===== src/flash_cmd_map.svh =====
// Purpose: named constants for the serial flash write/erase sequencer
// Assumes: included by bare name
// Notes:   opcodes, status bit positions, byte framing counts
`ifndef FLASH_CMD_MAP_SVH
`define FLASH_CMD_MAP_SVH
`define OP_WREN        8'h06
`define OP_VWREN       8'h50
`define OP_WRDI        8'h04
`define OP_WRSR        8'h01
`define OP_PROG        8'h02
`define OP_QPROG       8'h32
`define OP_SWIPE       8'h20
`define OP_HWIPE       8'h52
`define OP_BWIPE       8'hD8
`define OP_RDSR        8'h05
`define BIT_BUSY       0
`define BIT_WLATCH     1
`define BIT_QUAD_EN    1
`define BIT_REG_LOCK   0
`define STAT1_WMASK    8'hFC
`define STAT2_WMASK    8'h7B
`define STAT2_VMASK    8'h40
`define STAT2_OTPMASK  8'h38
`define ADDR_BYTES     3'h3
`define BYTE_BITS      4'h8
`define PAGE_LAST      8'hFF
`define STATUS_WRITE_NS 32'h0000_0064
`define PAGE_WRITE_NS   32'h0000_00C8
`define SMALL_WIPE_NS   32'h0000_012C
`define LARGE_WIPE_NS   32'h0000_0190
`define CLK_NS          32'h0000_0004
`endif


===== src/flash_cmd_pkg.sv =====
// Purpose: shared types for the flash sequencer
// Assumes: nothing
// Notes:   none
package flash_cmd_pkg;
  typedef enum logic [2:0] {
    JOB_NONE  = 3'b000,
    JOB_WRSR  = 3'b001,
    JOB_PROG  = 3'b010,
    JOB_SWIPE = 3'b011,
    JOB_LWIPE = 3'b100
  } job_e;
  typedef logic [7:0] byte_t;
endpackage


===== src/byte_link_if.sv =====
// Purpose: carrier between byte buffer and sequencer
// Assumes: single clock
// Notes:   valid/ready handshake
`timescale 1ns/1ps
interface byte_link_if;
  logic [7:0] data;   // byte value
  logic       last;   // frame ended after this byte
  logic       valid;  // byte offered
  logic       ready;  // byte taken
  modport src (output data, output last, output valid, input ready);
  modport dst (input data, input last, input valid, output ready);
endinterface


===== src/byte_buf2.sv =====
// Purpose: two-entry buffer for received program data bytes
// Assumes: same clock on both sides
// Notes:   stall on the drain side fills it; in_ready drops
`timescale 1ns/1ps
module byte_buf2
  import flash_cmd_pkg::*;
#(
  parameter int WIDTH = 8,
  parameter int DEPTH = 2
)(
  input  wire logic             CORE_CLK,
  input  wire logic             RST_N,
  input  wire logic [WIDTH-1:0] in_data,
  input  wire logic             in_valid,
  output      logic             in_ready,
  byte_link_if.src              out
);
  // ---------------------------------------------------------------
  // storage and pointers
  // ---------------------------------------------------------------
  initial if (DEPTH != 2 || WIDTH != 8) $error("byte_buf2 needs 8x2");
  logic [WIDTH-1:0] mem_ff [DEPTH];  // entries
  logic             wp_ff;           // write pointer
  logic             rp_ff;           // read pointer
  logic [1:0]       cnt_ff;          // fill level
  wire              push = in_valid && in_ready;
  wire              pop  = out.valid && out.ready;
  assign in_ready  = (cnt_ff != 2'h2);
  assign out.valid = (cnt_ff != 2'h0);
  assign out.data  = mem_ff[rp_ff];
  assign out.last  = 1'b0;
  // pointer and level update
  always_ff @(posedge CORE_CLK)
  begin
    if (!RST_N)
    begin
      wp_ff  <= 1'b0;
      rp_ff  <= 1'b0;
      cnt_ff <= 2'h0;
    end
    else
    begin
      if (push) wp_ff <= ~wp_ff;
      if (pop)  rp_ff <= ~rp_ff;
      cnt_ff <= cnt_ff + {1'b0, push} - {1'b0, pop};
    end
  end
  // data store, no reset needed
  always_ff @(posedge CORE_CLK)
  begin
    if (push) mem_ff[wp_ff] <= in_data;
  end
endmodule


===== src/flash_seq.sv =====
// Purpose: write-enable, status write, program and erase command sequencer
// Assumes: serial clock sampled by CORE_CLK (250 MHz); clock at most 1/8 core
// Notes:   no array; program/erase are reported on pulse outputs
`timescale 1ns/1ps
`include "flash_cmd_map.svh"
module flash_seq
  import flash_cmd_pkg::*;
#(
  parameter int STATUS_WRITE_CYC = (`STATUS_WRITE_NS + `CLK_NS - 1) / `CLK_NS,
  parameter int PAGE_WRITE_CYC   = (`PAGE_WRITE_NS + `CLK_NS - 1) / `CLK_NS,
  parameter int SMALL_WIPE_CYC   = (`SMALL_WIPE_NS + `CLK_NS - 1) / `CLK_NS,
  parameter int LARGE_WIPE_CYC   = (`LARGE_WIPE_NS + `CLK_NS - 1) / `CLK_NS
)(
  input  wire logic        CORE_CLK,
  input  wire logic        RST_N,
  input  wire logic        CS_N,
  input  wire logic        SCK,
  input  wire logic [3:0]  QUAD_IN,
  input  wire logic        PAGE_PROTECTED,
  input  wire logic        PROG_READY,
  output      logic        SO_OUT,
  output      logic        SO_OE_N,
  output      logic [7:0]  STATUS_ONE,
  output      logic [7:0]  STATUS_TWO,
  output      logic [23:0] OP_ADDR,
  output      logic [2:0]  OP_KIND,
  output      logic        OP_START,
  output      logic [7:0]  PROG_DATA,
  output      logic [7:0]  PROG_OFFS,
  output      logic        PROG_VALID
);
  // ---------------------------------------------------------------
  // checks
  // ---------------------------------------------------------------
  initial if (STATUS_WRITE_CYC < 1 || PAGE_WRITE_CYC < 1 || SMALL_WIPE_CYC < 1 ||
              LARGE_WIPE_CYC < 1) $error("cycle counts must be positive");
  // ---------------------------------------------------------------
  // pin synchronisers
  // ---------------------------------------------------------------
  logic [5:0] s1_ff;      // first stage
  logic [5:0] s2_ff;      // second stage
  logic       sck_d_ff;   // previous sampled clock
  always_ff @(posedge CORE_CLK)
  begin
    if (!RST_N)
    begin
      s1_ff    <= 6'h3F;
      s2_ff    <= 6'h3F;
      sck_d_ff <= 1'b0;
    end
    else
    begin
      s1_ff    <= {CS_N, SCK, QUAD_IN};
      s2_ff    <= s1_ff;
      sck_d_ff <= s2_ff[4];
    end
  end
  wire       cs_n_s = s2_ff[5];
  wire       sck_s  = s2_ff[4];
  wire [3:0] qd_s   = s2_ff[3:0];
  wire       rise   = sck_s && !sck_d_ff && !cs_n_s;
  wire       fall   = !sck_s && sck_d_ff && !cs_n_s;
  // ---------------------------------------------------------------
  // shift state
  // ---------------------------------------------------------------
  logic       cs_d_ff;     // previous chip select
  logic [7:0] shf_ff;      // incoming byte
  logic [3:0] bit_ff;      // bits in current byte
  logic [2:0] nbyte_ff;    // bytes after opcode (saturating)
  logic [7:0] op_ff;       // current opcode
  logic       op_ok_ff;    // opcode captured
  logic [23:0] addr_ff;    // captured address
  logic [7:0] d1_ff;       // first status data byte
  logic [7:0] d2_ff;       // second status data byte
  logic       boundary_ff; // frame at byte boundary
  logic       wel_ff;      // write latch flag
  logic       vwe_ff;      // volatile write permission
  logic       busy_ff;     // self-timed cycle running
  logic [7:0] sr1_ff;      // status byte one stored bits
  logic [7:0] sr2_ff;      // status byte two
  logic [31:0] tmr_ff;     // cycle timer
  job_e       job_ff;      // running job
  logic [7:0] rd_ff;       // status output shifter
  logic [7:0] poff_ff;     // page offset for next byte
  wire        cs_rise = cs_n_s && !cs_d_ff;
  wire        quad    = op_ok_ff && op_ff == `OP_QPROG; // address and data on four lines
  wire [7:0]  nxt_shf = quad ? {shf_ff[3:0], qd_s} : {shf_ff[6:0], qd_s[0]};
  wire [3:0]  step    = quad ? 4'h4 : 4'h1;
  wire [3:0]  nxt_bit = bit_ff + step;
  wire        byte_done = rise && nxt_bit == `BYTE_BITS;
  wire        in_data_phase = nbyte_ff >= `ADDR_BYTES;
  wire        is_prog = op_ff == `OP_PROG || op_ff == `OP_QPROG;
  wire        data_byte = byte_done && op_ok_ff && is_prog && in_data_phase && !busy_ff;
  // buffer between the shifter and the program data port
  logic       buf_ready;
  byte_link_if lnk();
  byte_buf2 u_buf (
    .CORE_CLK (CORE_CLK),
    .RST_N    (RST_N),
    .in_data  (nxt_shf),
    .in_valid (data_byte && wel_ff),
    .in_ready (buf_ready),
    .out      (lnk.src)
  );
  assign lnk.ready = PROG_READY;
  logic [7:0] pofs_q_ff [2];  // offsets tracking buffer entries
  logic       pw_ff;          // offset write index
  logic       pr_ff;          // offset read index
  // ---------------------------------------------------------------
  // command decode at frame end
  // ---------------------------------------------------------------
  wire        end_ok  = cs_rise && op_ok_ff && boundary_ff && !busy_ff;
  wire        wr_rdy  = wel_ff && !PAGE_PROTECTED;
  wire        do_wren = end_ok && op_ff == `OP_WREN && nbyte_ff == 3'h0;
  wire        do_wrdi = end_ok && op_ff == `OP_WRDI && nbyte_ff == 3'h0;
  wire        do_vwe  = end_ok && op_ff == `OP_VWREN && nbyte_ff == 3'h0;
  wire        sr_len  = nbyte_ff >= 3'h1 && nbyte_ff <= 3'h3;
  wire        do_sr   = end_ok && op_ff == `OP_WRSR && sr_len;
  wire        sr_nv   = do_sr && wel_ff;
  wire        sr_vol  = do_sr && !wel_ff && vwe_ff;
  wire        do_prog = end_ok && is_prog && nbyte_ff > `ADDR_BYTES && wr_rdy &&
                        (op_ff == `OP_PROG || sr2_ff[`BIT_QUAD_EN]);
  wire        is_wipe = op_ff == `OP_SWIPE || op_ff == `OP_HWIPE || op_ff == `OP_BWIPE;
  wire        do_wipe = end_ok && is_wipe && nbyte_ff == `ADDR_BYTES && wr_rdy;
  // new status values, masked and lock-preserving
  wire [7:0]  sr1_new = (sr1_ff & ~`STAT1_WMASK) | (d1_ff & `STAT1_WMASK);
  wire [7:0]  keep2   = sr_vol ? (`STAT2_OTPMASK | 8'h01) : 8'h00;
  wire [7:0]  m2      = `STAT2_WMASK & ~keep2;
  wire [7:0]  sr2_new = ((sr2_ff & ~m2) | (d2_ff & m2)) | (sr2_ff & `STAT2_OTPMASK);
  wire        sr2_upd = nbyte_ff >= 3'h2;
  wire        tmr_end = busy_ff && tmr_ff == 32'h0000_0001;
  // ---------------------------------------------------------------
  // shifting process
  // ---------------------------------------------------------------
  always_ff @(posedge CORE_CLK)
  begin
    if (!RST_N || cs_n_s)
    begin
      bit_ff      <= 4'h0;
      nbyte_ff    <= 3'h0;
      op_ok_ff    <= 1'b0;
      boundary_ff <= 1'b1;
    end
    else if (rise)
    begin
      // bits sampled on rising edge, msb first
      shf_ff      <= nxt_shf;
      boundary_ff <= (nxt_bit == `BYTE_BITS);
      bit_ff      <= (nxt_bit == `BYTE_BITS) ? 4'h0 : nxt_bit;
      if (byte_done)
      begin
        if (!op_ok_ff)
        begin
          op_ff    <= nxt_shf;
          op_ok_ff <= 1'b1;
        end
        else if (nbyte_ff != 3'h7)
          nbyte_ff <= nbyte_ff + 3'h1;
      end
    end
  end
  // address and data capture
  always_ff @(posedge CORE_CLK)
  begin
    if (!RST_N)
    begin
      addr_ff <= 24'h00_0000;
      d1_ff   <= 8'h00;
      d2_ff   <= 8'h00;
    end
    else if (byte_done && op_ok_ff)
    begin
      if (op_ff == `OP_WRSR)
      begin
        if (nbyte_ff == 3'h0) d1_ff <= nxt_shf;
        if (nbyte_ff == 3'h1) d2_ff <= nxt_shf;
      end
      else if (!in_data_phase)
        addr_ff <= {addr_ff[15:0], nxt_shf};
    end
  end
  // page offset wraps inside the page
  always_ff @(posedge CORE_CLK)
  begin
    if (!RST_N)
      poff_ff <= 8'h00;
    else if (byte_done && op_ok_ff && nbyte_ff == 3'h2)
      poff_ff <= nxt_shf;
    else if (data_byte && wel_ff && buf_ready)
      poff_ff <= poff_ff + 8'h01;
  end
  // offsets ride alongside buffered bytes
  always_ff @(posedge CORE_CLK)
  begin
    if (!RST_N)
    begin
      pw_ff <= 1'b0;
      pr_ff <= 1'b0;
    end
    else
    begin
      if (data_byte && wel_ff && buf_ready)
      begin
        pofs_q_ff[pw_ff] <= poff_ff;
        pw_ff            <= ~pw_ff;
      end
      if (lnk.valid && PROG_READY) pr_ff <= ~pr_ff;
    end
  end
  assign PROG_DATA  = lnk.data;
  assign PROG_VALID = lnk.valid;
  assign PROG_OFFS  = pofs_q_ff[pr_ff];
  // ---------------------------------------------------------------
  // latch, status and timed cycle
  // ---------------------------------------------------------------
  always_ff @(posedge CORE_CLK)
  begin
    if (!RST_N)
    begin
      cs_d_ff  <= 1'b1;
      wel_ff   <= 1'b0;
      vwe_ff   <= 1'b0;
      busy_ff  <= 1'b0;
      sr1_ff   <= 8'h00;
      sr2_ff   <= 8'h00;
      tmr_ff   <= 32'h0000_0000;
      job_ff   <= JOB_NONE;
      OP_START <= 1'b0;
      OP_KIND  <= JOB_NONE;
      OP_ADDR  <= 24'h00_0000;
    end
    else
    begin
      cs_d_ff  <= cs_n_s;
      OP_START <= 1'b0;
      if (do_wren) wel_ff <= 1'b1;
      if (do_wrdi) wel_ff <= 1'b0;
      // volatile permission survives only into the next frame
      if (cs_rise && op_ok_ff) vwe_ff <= do_vwe;
      if (sr_nv || sr_vol)
      begin
        sr1_ff <= sr1_new;
        if (sr2_upd) sr2_ff <= sr2_new;
      end
      if (sr_nv)
      begin
        busy_ff <= 1'b1;
        tmr_ff  <= STATUS_WRITE_CYC;
        job_ff  <= JOB_WRSR;
      end
      else if (do_prog || do_wipe)
      begin
        busy_ff  <= 1'b1;
        tmr_ff   <= do_prog ? PAGE_WRITE_CYC :
                    (op_ff == `OP_SWIPE ? SMALL_WIPE_CYC : LARGE_WIPE_CYC);
        job_ff   <= do_prog ? JOB_PROG : (op_ff == `OP_SWIPE ? JOB_SWIPE : JOB_LWIPE);
        OP_START <= 1'b1;
        // half and full block both report the large wipe kind
        OP_KIND  <= do_prog ? JOB_PROG : (op_ff == `OP_SWIPE ? JOB_SWIPE : JOB_LWIPE);
        OP_ADDR  <= (op_ff == `OP_SWIPE) ? {addr_ff[23:12], 12'h000} :
                    (op_ff == `OP_BWIPE) ? {addr_ff[23:16], 16'h0000} :
                    (op_ff == `OP_HWIPE) ? {addr_ff[23:15], 15'h0000} :
                    {addr_ff[23:8], 8'h00};
      end
      else if (busy_ff)
      begin
        tmr_ff <= tmr_ff - 32'h0000_0001;
        if (tmr_end)
        begin
          busy_ff <= 1'b0;
          wel_ff  <= 1'b0;
          job_ff  <= JOB_NONE;
        end
      end
    end
  end
  // ---------------------------------------------------------------
  // status read output, driven on falling edge
  // ---------------------------------------------------------------
  wire rdsr = op_ok_ff && op_ff == `OP_RDSR && !cs_n_s;
  always_ff @(posedge CORE_CLK)
  begin
    if (!RST_N || cs_n_s)
    begin
      rd_ff   <= 8'h00;
      SO_OUT  <= 1'b0;
      SO_OE_N <= 1'b1;
    end
    else if (byte_done && !op_ok_ff && nxt_shf == `OP_RDSR)
      rd_ff <= STATUS_ONE;
    else if (fall && rdsr)
    begin
      SO_OUT  <= rd_ff[7];
      SO_OE_N <= 1'b0;
      rd_ff   <= (bit_ff == 4'h7) ? STATUS_ONE : {rd_ff[6:0], 1'b0};
    end
  end
  assign STATUS_ONE = {sr1_ff[7:2], wel_ff, busy_ff};
  assign STATUS_TWO = sr2_ff;
  // ---------------------------------------------------------------
  // assertions
  // ---------------------------------------------------------------
  wel_set_a: assert property (@(posedge CORE_CLK) disable iff (!RST_N)
    do_wren && !busy_ff |=> wel_ff) else $error("latch not set");
  wel_clr_a: assert property (@(posedge CORE_CLK) disable iff (!RST_N)
    do_wrdi |=> !wel_ff) else $error("latch not cleared");
  wel_done_a: assert property (@(posedge CORE_CLK) disable iff (!RST_N)
    tmr_end |=> !wel_ff && !busy_ff) else $error("cycle end wrong");
  lock_keep_a: assert property (@(posedge CORE_CLK) disable iff (!RST_N)
    (($past(sr2_ff) & `STAT2_OTPMASK) & ~sr2_ff) == 8'h00) else $error("lock bit cleared");
  sr_wel_a: assert property (@(posedge CORE_CLK) disable iff (!RST_N)
    $rose(busy_ff) && job_ff == JOB_WRSR |-> $past(wel_ff)) else $error("nv write no latch");
  vol_busy_a: assert property (@(posedge CORE_CLK) disable iff (!RST_N)
    sr_vol && !busy_ff |=> !busy_ff) else $error("busy on volatile");
  byte_one_a: assert property (@(posedge CORE_CLK) disable iff (!RST_N)
    do_sr && nbyte_ff == 3'h1 |=> $stable(sr2_ff)) else $error("byte two touched");
  prog_prot_a: assert property (@(posedge CORE_CLK) disable iff (!RST_N)
    end_ok && is_prog && PAGE_PROTECTED |=> !OP_START) else $error("protected program");
  wipe_busy_a: assert property (@(posedge CORE_CLK) disable iff (!RST_N)
    do_wipe |=> busy_ff && OP_START) else $error("wipe not started");
endmodule


===== config.mk =====
export PLATFORM = sky130hd
export DESIGN_NAME = flash_seq
export DESIGN_NICKNAME = d
export VERILOG_FILES = /design/src/flash_cmd_pkg.sv /design/src/byte_link_if.sv /design/src/byte_buf2.sv /design/src/flash_seq.sv
export VERILOG_INCLUDE_DIRS = /design/src /design/src/src
export SDC_FILE = /design/constraint.sdc
export NUM_CORES = 1
export LEC_CHECK = 0
export BUFFER_PORTS_ARGS = -buffer_cell sky130_fd_sc_hd__buf_2
export CORE_ASPECT_RATIO = 0.9
export CORE_MARGIN = 4
export CORE_UTILIZATION = 60
export CTS_CLUSTER_DIAMETER = 30
export DETAILED_ROUTE_END_ITERATION = 10
export GPL_ROUTABILITY_DRIVEN = 1
export PLACE_DENSITY = 0.91
export SYNTH_ARGS = -nofsm -noshare
export SYNTH_HDL_FRONTEND = slang
export SYNTH_SLANG_ARGS = --single-unit

===== constraint.sdc =====
create_clock -name CORE_CLK -period 5 [get_ports CORE_CLK]
set_input_delay 0.75 -clock CORE_CLK [delete_from_list [all_inputs] [get_ports CORE_CLK]]
set_output_delay 0.75 -clock CORE_CLK [all_outputs]
set_load 0.01 [all_outputs]

* Yosys cells after proc, flatten, opt, wreduce, memory -nomap -nowiden *
Memories as Yosys holds them, arrays and structs flattened. A register that Yosys moved wholly into a read port is not among the register bits.
Index checks and enable logic that the tools add are counted.

operators by class
  add/subtract/negate cells = 6
  multipliers = 0
  div/mod/pow operators = 0
  magnitude comparators = 5
  equality and inequality tests = 19
  shifts and indexed selects = 0
  mux-type cells = 38
  bitwise operators = 18
  reduce and logical (&&, ||, !) cells = 77

operators by type and width
  operator                                                               count
  32-bit two-way mux                                                     2
  8-bit two-way mux                                                      6
  1-bit logical AND                                                      44
  32-bit by 1-bit == test with 1-bit output (second input constant)      1
  8-bit by 3-bit == test with 1-bit output (second input constant)       4
  16-bit two-way mux                                                     2
  32-bit by 1-bit subtractor with 32-bit output (second input constant)  1
  1-bit two-way mux                                                      19
  8-bit by 6-bit == test with 1-bit output (second input constant)       2
  8-bit by 7-bit == test with 1-bit output (second input constant)       2
  15-bit two-way mux                                                     1
  6-bit two-way mux                                                      2
  1-bit NOT                                                              11
  2-bit AND reduction                                                    5
  1-bit zero test                                                        9
  3-bit two-way mux                                                      3
  3-bit AND reduction                                                    3
  8-bit by 1-bit adder with 8-bit output (second input constant)         1
  8-bit by 7-bit bitwise AND with 8-bit output                           1
  8-bit bitwise AND                                                      1
  8-bit by 1-bit == test with 1-bit output (second input constant)       1
  8-bit by 2-bit == test with 1-bit output (second input constant)       1
  8-bit == test (second input constant)                                  1
  7-bit NOT with 8-bit output                                            1
  27 further kinds                                                       39

word-level totals
  register bits after elaboration = 181
  latch bits = 0
  memory bits (writable) = 32
  bits in read-only memories = 0
  input bits = 10
  word-level logic and storage cells = 197
  memories kept = 2

memory list
  memory        words  bits a word  rd ports  clocked after Yosys merged registers in  wr ports  RTL line          text
  pofs_q_ff     2      8            1         1                                        1         flash_seq.sv:106  logic [7:0] pofs_q_ff [2];
  u_buf.mem_ff  2      8            1         1                                        1         byte_buf2.sv:22   logic [WIDTH-1:0] mem_ff [DEPTH];

* Logic depth before layout (Yosys ltp) *
  depth after elaboration = 15
  gate-level depth with buffers = 14
  gate-level depth less buffers = 13

* By module *
Synthesis repeated with hierarchy kept, for this count alone.

second synthesis, totals
  cell total of the unflattened synthesis = 841
  area total of the unflattened synthesis = 8,440.6 µm²

by module, submodules not included
  module     instances  cells an instance  area each (µm²)  seq. area each (µm²)
  flash_seq  1          790                7,618.6          3,873.7
  byte_buf2  1          51                 822.0            580.6

* Worst setup path after synthesis *
OpenSTA, ideal clock, no wires.

  kind = reg-to-reg
  start = register op_ff[7]
  end = memory u_buf.mem_ff[0][0], enable pin
  setup time = 0.395 ns
  arrival = 3.773 ns
  path slack = 0.833 ns
  stages on the path, launching flop included = 10
  period minus slack after synthesis = 4.167 ns
  cells stage by stage = edfxtp_1 > or4_4 > nor3_4 > inv_1 > ha_1 > ha_1 > or2_2 > nor4_1 > nand3_1 > nor4_1

between the ends
  word-level cells in the longest chain between the ends = 14
  elaborated cells on any way between the ends = 16

RTL lines
  element                                                    RTL line          text
  start, declared                                            flash_seq.sv:70   logic [7:0] op_ff;
  start signal, assigned                                     flash_seq.sv:154  op_ff <= nxt_shf;
  8-bit by 6-bit == test with 1-bit output (no source line)  n/a
  1-bit logical AND (no source line)                         n/a
  3-bit two-way mux                                          flash_seq.sv:88   wire [3:0] step = quad ? 4'h4 : 4'h1;
  4-bit by 3-bit adder with 4-bit output                     flash_seq.sv:89   wire [3:0] nxt_bit = bit_ff + step;
  4-bit == test (no source line)                             n/a
  1-bit logical AND (no source line)                         n/a
  1-bit logical AND                                          flash_seq.sv:93   wire data_byte = byte_done && op_ok_ff && is_prog && in_data_phase && !busy_ff;
  1-bit logical AND * (3 in series)                          flash_seq.sv:93
  1-bit logical AND *                                        flash_seq.sv:101  .in_valid (data_byte && wel_ff),
  1-bit logical AND *                                        byte_buf2.sv:26   wire push = in_valid && in_ready;
  1-bit two-way mux *                                        byte_buf2.sv:51   if (push) mem_ff[wp_ff] <= in_data;
  1-bit two-way mux (implied by the code) *                  byte_buf2.sv:51
  end, declared                                              byte_buf2.sv:22

Mark *: on every way between the ends. The rest lies on a longest branch, timed or not.

* Worst setup path in the final report *
  start = register op_ff[7]
  end = memory pofs_q_ff[0][0], enable pin

between the ends
  word-level cells in the longest chain between the ends = 15
  elaborated cells on any way between the ends = 17

RTL lines
  element                                                    RTL line          text
  8-bit by 6-bit == test with 1-bit output (no source line)  n/a
  1-bit logical AND (no source line)                         n/a
  3-bit two-way mux                                          flash_seq.sv:88
  4-bit by 3-bit adder with 4-bit output                     flash_seq.sv:89
  4-bit == test (no source line)                             n/a
  1-bit logical AND (no source line)                         n/a
  1-bit logical AND                                          flash_seq.sv:93
  1-bit logical AND * (3 in series)                          flash_seq.sv:93
  1-bit logical AND * (2 in series)                          flash_seq.sv:202  if (data_byte && wel_ff && buf_ready)
  1-bit two-way mux *                                        flash_seq.sv:202
  1-bit two-way mux *                                        flash_seq.sv:195  if (!RST_N)
  1-bit two-way mux (implied by the code) *                  flash_seq.sv:204  pofs_q_ff[pw_ff] <= poff_ff;
  end, declared                                              flash_seq.sv:106

Marks and branches as above.

==> results_dict.tcl <==
set metrics [dict create \
    status "complete, no violations" \
    grt_pass1_vias 6132 \
    dpl_cell_area_mm2 0.00904 \
    post-cts-setup-buffers 0 \
    synthCells 852 \
    antennaDiodeCount 0 \
    synth_top_family_by_area "simple AND/OR/NAND/NOR gates" \
    numCtsBuffers 17 \
    internal_power_mw 2.48 \
    viasPerCell 5.85 \
    setup_tns_ns 0 \
    io_pins 73 \
    worstPathArrival_ns 4.70 \
    fin_crit_ns 4.62 \
    cts_max_level 4 \
    clk_latency_ns 0.45 \
    ctsHoldBuffers 0 \
    r2r_slack_ns 0.38 \
    pwr-share-comb 0.028 \
    ir_drop_mv 0.259 \
    yosys_warnings 0 \
    required_ns 5.08 \
    place.gp.congestion 0.884 \
    drtIter0Drc 623 \
    r2r_start "op_ff[7]$_DFFE_PP_" \
    synth_ff_type "dfxtp_1" \
    fin_util 0.687 \
    io_buffers 62 \
    fp.dieW_um 135 \
    path_cells "or4_4, nor3_4, inv_1, ha_1, ha_1, or2_2, nor4_1, nand3_1, nor3_4, nand2_1, nor2_1" \
    min_from "s1_ff[5]$_SDFF_PN1_" \
    ys_types 70 \
    grt_first_pass_wirelength_um 31200 \
    fin_crit_sh 0.923 \
    track_usage 0.242 \
    cts-root-buf "clkbuf_16" \
    worst-path-max-fanout 10 \
    synth-simple-area-share 0.206 \
    yosys-top-cells-area "dfxtp_1, edfxtp_1, nand2_1, nor2_1, a21oi_1" \
    coreArea_mm2 0.0141 \
    synth_fa_ha_area_frac 0.0202 \
    antenna_found_initial 0 \
    switching_share 0.220 \
    post-dp-hpwl_um 12600 \
    grt_start_max_net_pins 78 \
    initial_core_util 0.616 \
    fp-row-count 41 \
    synth-seq-cells 199 \
    area_growth_pct 11.5 \
    wl_um 19300 \
    final-max-slew-violation-count 0 \
    synthTopCellsByCount "dfxtp_1, nand2_1, nor2_1, a21oi_1, edfxtp_1" \
    fillers 1033 \
    startpoint_type "register" \
    power_frac_seq 0.525 \
    slowest_stage "or4_4" \
    clkTransAtPathRegs_ns 0.07 \
    power.leakage_nw 3.72 \
    synth_area_mm2 0.00866 \
    cts.sinks 199 \
    synth-edff-count 47 \
    cts_tree "done" \
    slew-limit-headroom 0.436 \
    worstMarginPinSlew_ns 0.844 \
    synth_top_area_frac 0.351 \
    synth_mux_area_frac 0.0579 \
    crit_start "op_ff[7]$_DFFE_PP_" \
    fin_skew_ns 0.00879 \
    yosysSeqAreaShare 0.514 \
    avgRoutedWirePerCell_um 17.5 \
    max_stage_delay_ns 0.62 \
    postLayoutCellArea_mm2 0.00966 \
    synthArstFlopShare 0 \
    grt.overflow.total 0 \
    die_h_um 122 \
    cts_resized 0 \
    drtAntennaViolNets 0 \
    avgSynthCellArea_um2 10.2 \
    fmax_mhz 217 \
    endpoint_kind "register" \
    hold_viol 0 \
    power_mw 3.18 \
    path_class "register to register" \
    maxCapViolCount 0 \
    layout-drive-gt1-share 0.177 \
    setup_viol 0 \
    clockBufferDepth 2 \
    dieArea_mm2 0.0164 \
    hold_path.class "register to register" \
    rsz0062_at_grt "false" \
    yosys.area.top_type "dfxtp_1" \
    fin_nets 923 \
    num_vias 6468 \
    drc 0 \
    synth-xor-area-share 0.0475 \
    switchingPower_mw 0.698 \
    first_pass_iters 8 \
    yosysMostFrequentCell "dfxtp_1" \
    power.density_mw_per_mm2 329 \
    power.share.clock 0.447 \
    synth-compound-area-share 0.116 \
]
[per-stage QoR]
stage	setup slack [ns]	std cells	hold WS [ns]
2_1_floorplan	0.833	861	0.386
3_5_place_dp	0.429	1073	0.393
6_report	0.383	1105	0.409
5_1_grt	0.135	1105	0.423
3_3_place_gp	0.651	1073	0.393
4_1_cts	0.386	1105	0.409
[metal layers]
metal / part of all wire / vias up / global-route usage
met5: 0 / - / 0
met4: 0.027 / 0 / 0.106
met3: 0.066 / 50 / 0.0586
met2: 0.48 / 240 / 0.388
met1: 0.43 / 3097 / 0.315
li1: - / 3081 / -
[worst max-delay path: cells and delay by family, from the launching register on]
kind / cells / cell delay, ns
adder cells (fa/ha/maj): 2 / 0.50
buffers and inverters: 1 / 0.09
flip-flops: 1 / 0.45
AND/OR/NAND/NOR: 8 / 3.21
[registers in the layout (all words and copies together), names as in the netlist, 2 cells and up, named ones only]
register      flops
OP_ADDR          16
OP_KIND           3
STATUS_TWO        5
addr_ff          24
bit_ff            4
d1_ff             6
d2_ff             6
nbyte_ff          3
op_ff             8
poff_ff           8
pofs_q_ff        16
rd_ff             8
s1_ff             6
s2_ff             6
shf_ff            7
sr1_ff            6
tmr_ff           32
u_buf.cnt_ff      2
u_buf.mem_ff     16
[power groups by stage]
stage	Combinational, mW	Clock, mW	Sequential (mW)
after floorplan	0.0767	0	1.69
after global placement	0.0855	0	1.70
after detailed placement	0.0870	0	1.70
after CTS	0.0894	1.43	1.67
after global routing	0.0974	1.50	1.67
final	0.0895	1.42	1.67
[cells in the final DEF (no fill, tap or decap), types with 3 or more instances in the layout]
cell type / instances
dfxtp_1: 152
nand2_1: 105
nor2_1: 99
buf_2: 62
a21oi_1: 60
edfxtp_1: 47
xnor2_1: 33
mux2i_1: 25
nand3_1: 24
mux2_2: 21
clkbuf_16: 20
nand2b_1: 19
a211oi_1: 17
nor3_1: 16
o21ai_0: 15
inv_1: 14
xor2_1: 14
ha_1: 14
nor4_1: 11
or3_1: 10
conb_1: 10
buf_4: 8
or4_1: 7
nand4_1: 7
a22o_1: 7
or2_2: 6
and3_1: 6
a2111oi_4: 6
a31oi_1: 5
inv_6: 5
or4_4: 3
nand3b_1: 3
nor3_2: 3
nand4b_1: 3
nor4_4: 3
and2_1: 3
[cells by family (layout without fill, tap and decap cells)]
| group | Yosys count | count (layout) |
|---|---|---|
| and+or+nand+nor | 346 | 346 |
| DFF | 199 | 199 |
| AOI/OAI and AO/OA | 132 | 132 |
| buffers and inverters | 66 | 117 |
| xor gates and xnor gates | 47 | 47 |
| muxes | 47 | 47 |
| adders and majority gates | 14 | 14 |
| other | 1 | 10 |
[path summary, 6_finish.rpt]
kind	end	cells past startpoint
setup / recovery	pofs_q_ff[0][0]$_DFFE_PP_	11
hold / removal	s2_ff[5]$_SDFF_PN1_	1
setup reg to reg	pofs_q_ff[0][0]$_DFFE_PP_	11
hold reg to reg	s2_ff[5]$_SDFF_PN1_	1
[final cells by class]
cell class	instances	area, µm²	area share
Sequential cell	199	4450	0.461
Multi-Input combinational cell	596	3910	0.405
Clock buffer	21	504	0.0522
Timing Repair Buffer	70	370	0.0384
Tap cell	193	241	0.0250
Clock inverter	11	116	0.0120
Inverter	15	56.3	0.00583
No activity file was read; power rests on OpenSTA's default activity.
